## config.mk

```make
export PLATFORM = sky130hd
export DESIGN_NAME = psc_regs
export DESIGN_NICKNAME = d
export VERILOG_FILES = /design/src/psc_pkg.sv /design/src/psc_regs.sv
export VERILOG_INCLUDE_DIRS = /design/src /design/src/src
export SDC_FILE = /design/constraint.sdc
export NUM_CORES = 1
export LEC_CHECK = 0
export ABC_AREA = 1
export BUFFER_PORTS_ARGS = -buffer_cell sky130_fd_sc_hd__buf_4
export CORE_MARGIN = 2
export CORE_UTILIZATION = 55
export DETAILED_ROUTE_END_ITERATION = 7
export MAX_ROUTING_LAYER = met4
export PLACE_DENSITY_LB_ADDON = 0.3
export RECOVER_POWER = 25
export SLEW_MARGIN = 20
export SYNTH_ARGS = -nofsm -noshare
export SYNTH_HDL_FRONTEND = slang
export SYNTH_SLANG_ARGS = --single-unit
```

## constraint.sdc

```tcl
create_clock -name clk -period 1.69 [get_ports clk]
set_clock_uncertainty 0.1 [all_clocks]
set_input_delay 0.338 -clock clk [delete_from_list [all_inputs] [get_ports clk]]
set_output_delay 0.338 -clock clk [all_outputs]
set_load 0.01 [all_outputs]
```

## src/psc_defines.svh

```systemverilog
`ifndef PSC_DEFINES_SVH
`define PSC_DEFINES_SVH

// Register offsets on the plain register port
`define PSC_OFF_A 4'h0
`define PSC_OFF_C 4'h1
`define PSC_OFF_R 4'h2
`define PSC_OFF_SHIFT 4'h3
`define PSC_OFF_STAT 4'h4
`define PSC_OFF_DIV 4'h5

// A register fields
`define PSC_A_SEL_HI 23
`define PSC_A_SEL_LO 22
`define PSC_A_COARSE_HI 21
`define PSC_A_COARSE_LO 6
`define PSC_A_SWALLOW_HI 5
`define PSC_A_SWALLOW_LO 0

// C register fields
`define PSC_C_OUTPUT_B_LEVEL 0
`define PSC_C_PORT 1
`define PSC_C_CUR_HI 3
`define PSC_C_CUR_LO 2

// R register fields
`define PSC_R_DIV_HI 12
`define PSC_R_DIV_LO 0

// Fixed prescaler modulus
`define PSC_PRESCALE 18'h0_0040

// Reset values
`define PSC_A_RESET 24'h00_0000
`define PSC_C_RESET 8'h00
`define PSC_R_RESET 16'h0000

`endif

```

## src/psc_pkg.sv

```systemverilog
package psc_pkg;
  // Output A function select
  typedef enum logic [1:0] {
    PSC_OUTA_PORT = 2'h0,
    PSC_OUTA_DATA = 2'h1,
    PSC_OUTA_FV = 2'h2,
    PSC_OUTA_FR = 2'h3
  } psc_outa_t;
  // Serial load target
  typedef enum logic [1:0] {
    PSC_TGT_A = 2'h0,
    PSC_TGT_C = 2'h1,
    PSC_TGT_R = 2'h2
  } psc_tgt_t;
endpackage

```

## src/psc_regs.sv

```systemverilog
`include "psc_defines.svh"
`timescale 1ns/1ps
`default_nettype none

module psc_regs (
  input wire logic clk,
  input wire logic rst_n,
  input wire logic [3:0] addr,
  input wire logic [31:0] wdata,
  input wire logic wr,
  input wire logic rd,
  output logic [31:0] rdata,
  input wire logic ser_data,
  input wire logic ser_clk_en,
  input wire logic ser_load,
  input wire logic divided_feedback_freq,
  input wire logic divided_reference_freq,
  output logic output_a,
  output logic output_b_level,
  output logic [6:0] phase_detector_current,
  output logic [17:0] feedback_divide,
  output logic [12:0] reference_divider
);

  // Overview
  // Three live words sit behind the pins:
  //   A holds the select, the coarse count and the swallow count
  //   C holds the output B level, the port bit and the current code
  //   R holds the reference divider in its low thirteen bits
  // Every word can arrive in two ways:
  //   As a whole word over the register port, effective next cycle
  //   Bit by bit through the shift stage, then a commit strobe
  // The commit is either the load pin or a write to the commit offset.
  //
  // Shift stage
  // Bits enter at the bottom, most significant bit first.
  // The counter tells the word apart by its length alone:
  //   8 bits go to C, 16 bits to R, 24 bits to A
  // Any other length is dropped without a trace on the live words.
  // The counter stops at 31, so a runaway frame cannot wrap to a legal length.
  // Software can read the counter before the commit to see why a frame would be dropped.
  // A commit in the same cycle as the last shift sees the old count;
  // the host must leave one cycle between them.
  //
  // Priority
  // A bus write and a serial commit to the same word in one cycle:
  // the bus write wins, since it is the later assignment.
  // A commit also clears the counter, even when the frame is dropped.
  //
  // Feedback divide
  // The total is coarse times the fixed modulus plus swallow.
  // The sum is kept at 18 bits; larger words are the host's fault
  // and wrap silently, since the counters downstream are 18 bits wide.
  // Below a total of 4032 the host must also keep coarse >= swallow;
  // nothing here checks that, the counters would just misbehave.
  // The total is registered to keep the multiplier off the output path.
  //
  // Output A
  //   00 port pin from C bit 1
  //   01 serial data out, the bit that falls off the shift stage
  //   10 divided feedback clock
  //   11 divided reference clock
  // The two clocks pass straight through; a flop would cost a cycle of skew.
  // Serial out is taken from a flop so that the pin does not glitch
  // while the shift stage moves.
  // In a chain only the last device should leave the data-out setting.
  //
  // Pump current
  // The code in C bits 3:2 is read against two tables, picked by whether
  // output A is a port. The result is a plain percentage in binary.
  // The table switches as soon as the select changes, with no C write.
  //
  // Read back
  // Read data appear in the cycle after the strobe and only there;
  // in every other cycle they are zero, so a stale word cannot be taken.
  // Unmapped offsets read as zero and ignore writes.
  //
  // Reset
  // Synchronous and active low. All words clear, which leaves output A
  // as a port pin driven low and the current at the port table's lowest step.

  // Live registers; only ever updated by a complete load
  logic [23:0] reg_a;
  logic [7:0] reg_c;
  logic [15:0] reg_r;
  // Shift stage; partial contents never reach the live registers
  logic [23:0] shift_q;
  logic [4:0] shift_cnt;
  logic serial_out_q;
  logic [12:0] ref_div_q;
  logic [17:0] fb_div_q;

  // Percent table for the current field
  function automatic logic [6:0] psc_current(input logic port_mode, input logic [1:0] code);
    logic [6:0] pct;
    pct = 7'h64;
    if (port_mode) begin
      unique case (code)
        2'h0: pct = 7'h46;
        2'h1: pct = 7'h50;
        2'h2: pct = 7'h5a;
        2'h3: pct = 7'h64;
      endcase
    end else begin
      unique case (code)
        2'h0: pct = 7'h19;
        2'h1: pct = 7'h32;
        2'h2: pct = 7'h4b;
        2'h3: pct = 7'h64;
      endcase
    end
    return pct;
  endfunction

  // Field decode
  wire [15:0] coarse_count = reg_a[`PSC_A_COARSE_HI:`PSC_A_COARSE_LO];
  wire [5:0] swallow_count = reg_a[`PSC_A_SWALLOW_HI:`PSC_A_SWALLOW_LO];
  wire [1:0] outa_sel = reg_a[`PSC_A_SEL_HI:`PSC_A_SEL_LO];
  wire port_mode = (outa_sel == psc_pkg::PSC_OUTA_PORT);
  // Product kept at 18 bits; host never exceeds that range
  wire [17:0] next_fb_div = 18'(18'(coarse_count) * `PSC_PRESCALE) + 18'(swallow_count);

  // Register bus decode
  wire wr_a = wr && (addr == `PSC_OFF_A);
  wire wr_c = wr && (addr == `PSC_OFF_C);
  wire wr_r = wr && (addr == `PSC_OFF_R);
  wire wr_shift = wr && (addr == `PSC_OFF_SHIFT);

  // Direct loads or serial shift; a complete word only updates on load
  always_ff @(posedge clk) begin
    if (!rst_n) begin
      reg_a <= `PSC_A_RESET;
      reg_c <= `PSC_C_RESET;
      reg_r <= `PSC_R_RESET;
      shift_q <= 24'h00_0000;
      shift_cnt <= 5'h00;
    end else begin
      if (ser_clk_en) begin
        shift_q <= {shift_q[22:0], ser_data};
        shift_cnt <= (shift_cnt == 5'h1f) ? shift_cnt : shift_cnt + 5'h01;
      end
      if (ser_load || wr_shift) begin
        shift_cnt <= 5'h00;
        if (shift_cnt == 5'h18)
          reg_a <= shift_q;
        else if (shift_cnt == 5'h08)
          reg_c <= shift_q[7:0];
        else if (shift_cnt == 5'h10)
          reg_r <= shift_q[15:0];
      end
      if (wr_a) reg_a <= wdata[23:0];
      if (wr_c) reg_c <= wdata[7:0];
      if (wr_r) reg_r <= wdata[15:0];
    end
  end

  // Serial out carries the last bit shifted through
  always_ff @(posedge clk) begin
    if (!rst_n) begin
      serial_out_q <= 1'b0;
      fb_div_q <= 18'h0_0000;
      ref_div_q <= 13'h0000;
    end else begin
      serial_out_q <= shift_q[23];
      fb_div_q <= next_fb_div;
      ref_div_q <= reg_r[`PSC_R_DIV_HI:`PSC_R_DIV_LO];
    end
  end

  // Output A mux; divided clocks pass combinationally to avoid a cycle of skew
  always_comb begin
    unique case (outa_sel)
      psc_pkg::PSC_OUTA_PORT: output_a = reg_c[`PSC_C_PORT];
      psc_pkg::PSC_OUTA_DATA: output_a = serial_out_q;
      psc_pkg::PSC_OUTA_FV: output_a = divided_feedback_freq;
      psc_pkg::PSC_OUTA_FR: output_a = divided_reference_freq;
    endcase
  end

  assign output_b_level = reg_c[`PSC_C_OUTPUT_B_LEVEL];
  assign phase_detector_current = psc_current(port_mode, reg_c[`PSC_C_CUR_HI:`PSC_C_CUR_LO]);
  assign feedback_divide = fb_div_q;
  assign reference_divider = ref_div_q;

  // Read back: live registers, shift count, divide
  always_ff @(posedge clk) begin
    if (!rst_n) begin
      rdata <= 32'h0000_0000;
    end else if (rd) begin
      unique case (addr)
        `PSC_OFF_A: rdata <= {8'h00, reg_a};
        `PSC_OFF_C: rdata <= {24'h00_0000, reg_c};
        `PSC_OFF_R: rdata <= {16'h0000, reg_r};
        `PSC_OFF_STAT: rdata <= {27'h000_0000, shift_cnt};
        `PSC_OFF_DIV: rdata <= {14'h0000, fb_div_q};
        default: rdata <= 32'h0000_0000;
      endcase
    end else begin
      rdata <= 32'h0000_0000;
    end
  end

endmodule

`default_nettype wire

```

**After elaboration in Yosys (flattened, before gate mapping)**

Index checks and enable logic that the tools add are counted.

- Equality and inequality tests: 18
- Multiplexer cells: 17
- Bitwise logic cells: 2
- Reduce and logical (&&, ||, !) cells: 20
- $add $sub $neg: 2

Operators by type and width:

| kind | number |
|---|---|
| 24-bit case mux with 5 select lines | 1 |
| 16-bit 2-to-1 mux | 5 |
| 24-bit 2-to-1 mux | 3 |
| 7-bit case mux with 4 select lines | 2 |
| 8-bit 2-to-1 mux | 4 |
| 18-bit by 6-bit adder with 18-bit output | 1 |
| 5-bit equality test, second input constant | 3 |
| 2-bit nonzero test | 6 |
| 2-bit equality test, second input constant | 4 |
| 4-bit by 2-bit equality test with 1-bit output, second input constant | 2 |
| 4-bit by 3-bit equality test with 1-bit output, second input constant | 2 |
| 7-bit 2-to-1 mux | 1 |
| 2-bit != test, second input constant | 3 |
| 2-bit AND reduction | 3 |
| 5-bit by 1-bit adder with 5-bit output, second input constant | 1 |
| 5-bit by 4-bit equality test with 1-bit output, second input constant | 1 |
| 2-bit by 1-bit equality test with 1-bit output, second input constant | 2 |
| 4-bit by 1-bit equality test with 1-bit output, second input constant | 1 |
| 1-bit logical AND | 4 |
| 2-bit zero test | 2 |
| 4-bit zero test | 1 |
| 1-bit case mux with 4 select lines | 1 |
| 4-bit AND reduction | 1 |
| 3-bit AND reduction | 1 |
| other kinds (3) | 4 |

- Output and inout bits: 72
- Input bits: 45
- Register bits after elaboration: 141

**Depth between registers and ports, before layout**

- Word-level depth: 6
- Mapped depth: 10

**Worst setup path after synthesis**

Ideal clock, no wire load.

- Path type: register to register
- From: register shift_cnt[0]
- To: register shift_cnt[3]
- Period minus slack after synthesis: 1.554 ns
- Stages on the path, launching flop included: 9
- Path slack: 0.136 ns
- Data arrival time: 1.336 ns
- Setup time: 0.119 ns
- Path through: dfxtp_1 ha_1 nand2_1 nor2_1 ha_1 nor2_1 nand4_1 xor2_1 nor2_1

- Word-level cells in the longest chain between the ends: 3

RTL lines:

| item | RTL line | source |
|---|---|---|
| start: declaration | psc_regs.sv:88 | `logic [4:0] shift_cnt;` |
| start signal: assignment | psc_regs.sv:140 | `shift_cnt <= (shift_cnt == 5'h1f) ? shift_cnt : shift_cnt + 5'h01;` |
| branches (longest 3 deep; another with 5-bit by 1-bit adder with 5-bit output) | - |  |

Several ways; the timed one is not identified.
A chain may end at the register's enable or synchronous reset.

**Final worst setup path**

- From: register reg_c[3]
- To: output port phase_detector_current[4]

- Word-level cells in the longest chain between the ends: 3

RTL lines:

| item | RTL line | source |
|---|---|---|
| start: declaration | psc_regs.sv:84 | `logic [7:0] reg_c;` |
| start signal: assignment | psc_regs.sv:133 | `` reg_c <= `PSC_C_RESET; `` |
| start signal: assignment | psc_regs.sv:147 | `reg_c <= shift_q[7:0];` |
| start signal: assignment | psc_regs.sv:152 | `if (wr_c) reg_c <= wdata[7:0];` |
| 2-bit equality test, or another cell as far along | psc_regs.sv:98, psc_regs.sv:105 |  |
| 7-bit case mux with 4 select lines (on tied branches) | psc_regs.sv:105, psc_regs.sv:98 |  |
| 7-bit 2-to-1 mux (*) | psc_regs.sv:97 | `if (port_mode) begin` |
| end: declaration | psc_regs.sv:20 | `output logic [6:0] phase_detector_current,` |

Mark *: on every way between the ends. The rest lies on a longest branch, timed or not. The select of a mux whose other input is x is not followed.

==> results.md <==
- The run finished, with violations left.
- The checks that failed: negative setup slack.
- Counting instances in the post-synthesis netlist gives the leading cell types as nand2_1, nor2_1, dfxtp_1, inv_1, nand3_1.
- The die covers about 0.012 sq mm.
- The floorplan die height is between 100 and 150 um.
- The count of buffers inserted at the top-level ports is 100.
- The fraction of final layout cells sized beyond drive strength 1 is approximately a fifth.
- In the synthesized netlist, mux cells make up 0% of the area.
- The clock transition at the registers of the reported paths is ~0.070 ns.
- The number of antenna violations at the first check in global routing is 0.
- For the finished layout, the period the worst path requires is about 2 ns.
- At the pin with the least slew margin, the transition time is between 0.8 and 0.9 ns.
- The clock reaches the later pin of the worst-skew pair after 0.53 ns.
- The number of flip-flops and latches in the synthesized netlist is between 100 and 150.
- The number of hold violations in the final report is 0.
- The power per standard cell area is between 900 and 1000 mW/mm^2.
- The DRC violations left is 0.
- The max-slew violation count is 0.
- TritonCTS built the clock tree.
- The overall fraction of global-route tracks in use is 30.53%.
- Registers take roughly 0.0027 sq mm.
- The width of the die is about 110 um.
- Detailed placement finished with a half-perimeter wire length of about 11 mm.
- The number of global-route vias before repair came to 5576.
- The aggregate routed wire length is ~17 mm.
- Summing every instance area after synthesis gives roughly 0.0061 sq mm.
- The number of nets in the finished design is between 1000 and 1500.
- Hold is met by about 0.066 ns.
- The signed area change from the synthesized netlist to the final layout is 29.91%.
- The number of enable flip-flop cells after synthesis is 0.
- The area fraction in compound gates after synthesis is under 10%.
- The boundary pin count is around 120.
- The layout has ~850 filler cells.
- The number of different library cells used by synthesis comes to 26.
- The number of buffers on the longest clock path is 2.
- In this run the static leakage power is approximately 0.0041 uW.
- The setup violation total in the final timing report is 8.
- The fmax is 508.6 MHz.
- In the final routed layout, each cell accounts on average for 15.01 um.
- The max-slew headroom at the worst pin is a little over 40%.
- The number of iterations in the first detailed-routing pass is 6.
- The largest net degree at the start of global routing is slightly above 40.
- The synthesized design devotes to its leading area cell type a little over two fifths of total area.
- The sequential element share of the synthesized area is between 40% and 50%.
- The post-synthesis async set-or-reset flop share is 0%.
- The number of clock sinks is roughly 130.
- Summing all multi-input logic gate instances after layout gives roughly 0.0029 sq mm.
- The overall power consumption is around 7600 uW.
- For this block, the initial DRC count from the detailed router was 884.
- STA classifies the critical path endpoint as an output pin.
- Sorting the synthesized cells by area gives the leading types as dfxtp_1, nand2_1, nor2_1, nand3_1, inv_1.
- The post-layout worst setup margin is -0.2763 ns.
- The wire length of the first global-routing pass is ~27 mm.
- By instance count, the leading cell after synthesis is nand2_1.
- The synthesis warning total is 0.
- Of the total synthesized cell area, the portion taken by full adders, half adders and majority gates is between 1 and 1.5%.
- Buffers inserted during clock tree synthesis total 17.
- The number of antenna diodes in the final layout is 0.
- The most instantiated flip-flop cell in the synthesis netlist is dfxtp_1.
- The worst setup path is of the register to output pin kind.
- The number of rows in the core area is 38.
- The xor and xnor fraction of the mapped netlist area is less than 1%.
- The biggest area contributor in the post-synthesis netlist is dfxtp_1.
- Of the total synthesized cell area, the portion taken by AND, OR, NAND and NOR gates is 34.67%.
- The tightest min-delay check is of the input port to register type.
- The cell at the root of the clock tree is clkbuf_8.
- The number of routed nets with antenna violations is 0.
- The cell count after synthesis came out at 900.
- The mean area per synthesized cell is just under 7 sq um.
- The maximum fanout along the worst path is 3.
- Data on the critical path arrives at its endpoint at approximately 1.5 ns.
- Data on the critical path is required at its endpoint by ~1.3 ns.
- The H-tree was split into 4 levels.
- The region available for standard cell placement spans ~0.011 sq mm.
- The total grt overflow is 0.
- The worst setup path is launched from a register.
- By area, the combinational part of the netlist is dominated by simple AND/OR/NAND/NOR gates.
- The detailed router placed ~6300 vias in this run.
- The starting density of the core is between 50 and 60%.
- The maximum vdd drop is ~0.00074 V.
- Routability-driven placement finished with a final weighted congestion of 0.9098.
- Setup repair after global routing could not meet its margin everywhere.
- Max-cap violations in this run came to 0.
- Using the TritonRoute via totals, the vias-per-cell ratio works out to between 5 and 6.
- The period utilization is 116.4%.
-- area by class of cell --
class,instances,area share [%]
Multi-Input combinational cell,602,36.07
Sequential cell,133,33.78
Timing Repair Buffer,140,15.02
Inverter,112,5.432
Clock buffer,17,5.227
Clock inverter,15,2.274
Tap cell,140,2.211
-- worst max-delay path, cell delays in order, from the launching register on --
cell and delay [ns]:
dfxtp_4 0.37, inv_4 0.08, ha_4 0.19, inv_4 0.05, o211ai_1 0.16, buf_4 0.14
-- sequential cells by signal, summed over array words and instances (netlist names) --
signal,flops
feedback_divide,18
rdata,24
reference_divider,13
reg_a,24
reg_c,8
reg_r,16
serial_out_q,1
shift_cnt,5
shift_q,24
-- final timing paths --
check        depth (start not counted)  slack, ns    startpoint                         to
max reg2reg                          8       0.02  shift_cnt[0]                  reg_a[21]
min reg2reg                          2       0.33      reg_r[5]       reference_divider[5]
min                                  5       0.07     wdata[13]                  reg_a[13]
max                                  5      -0.28      reg_c[3]  phase_detector_current[4]
-- power breakdown --
part           leakage, uW  internal, uW  total, uW  switching (uW)
combinational      0.00276           249        643             394
clock             0.000284          2040       3640            1600
sequential         0.00108          3210       3270            63.1
-- metal layers --
layer	vias up	share of wire, %	global-route usage (%)
met1	2820	41	41.38
li1	3028	-	-
met3	60	10	5.453
met5	-	0	-
met4	0	2.7	9.946
met2	378	46	46.54
-- logic make-up (layout without fill, tap and decap cells) --
group,after synthesis,count (layout)
flops,133,133
other cells,1,8
xor+xnor,2,2
fa+ha+maj,7,7
compound gates,89,89
buf+inv,172,284
simple gates,496,496
-- placed cells by master, fill, tap and decap left out, types with 2 or more instances in the layout --
master,count
a21oi_1,20
a21oi_2,4
buf_12,11
buf_4,119
buf_6,4
clkbuf_1,3
clkbuf_16,16
clkbuf_2,2
clkinv_8,3
clkinvlp_4,2
conb_1,8
dfxtp_1,128
dfxtp_2,2
dfxtp_4,3
ha_1,3
ha_4,4
inv_1,104
inv_2,4
inv_4,4
inv_6,5
inv_8,3
nand2_1,198
nand2_2,6
nand3_1,102
nand3_2,2
nand4_1,17
nor2_1,153
nor2_2,2
nor2_4,7
nor3_1,6
o211ai_1,9
o21ai_0,34
o21ai_1,11
o21ai_2,2
o22ai_1,8
xor2_1,2
-- stage by stage --
step | area (sq um) | worst slack (ns) | std cells | util [%] | TNS (ns)
6_report | 7924 | -0.2763 | 1159 | 73.10 | -1.948
5_1_grt | 7924 | -0.3121 | 1159 | 73.10 | -2.423
4_1_cts | 7868 | -0.2315 | 1157 | 72.58 | -1.577
3_5_place_dp | 7113 | -0.03501 | 1120 | 65.62 | -0.03501
3_3_place_gp | 7113 | 0.008821 | 1120 | 65.62 | 0
2_1_floorplan | 6126 | 0.1356 | 907 | - | 0
-- timing repair --
item / in CTS / in global routing
gates resized for setup: 37 / 16
buffers inserted: 4 / 2
hold endpoints to repair: 1 / 0
hold buffers: 1 / 0
pin swaps: 4 / 10
setup endpoints to repair: 9 / 36
cloned: 0 / 0
Power figures use the tool's default switching activity.
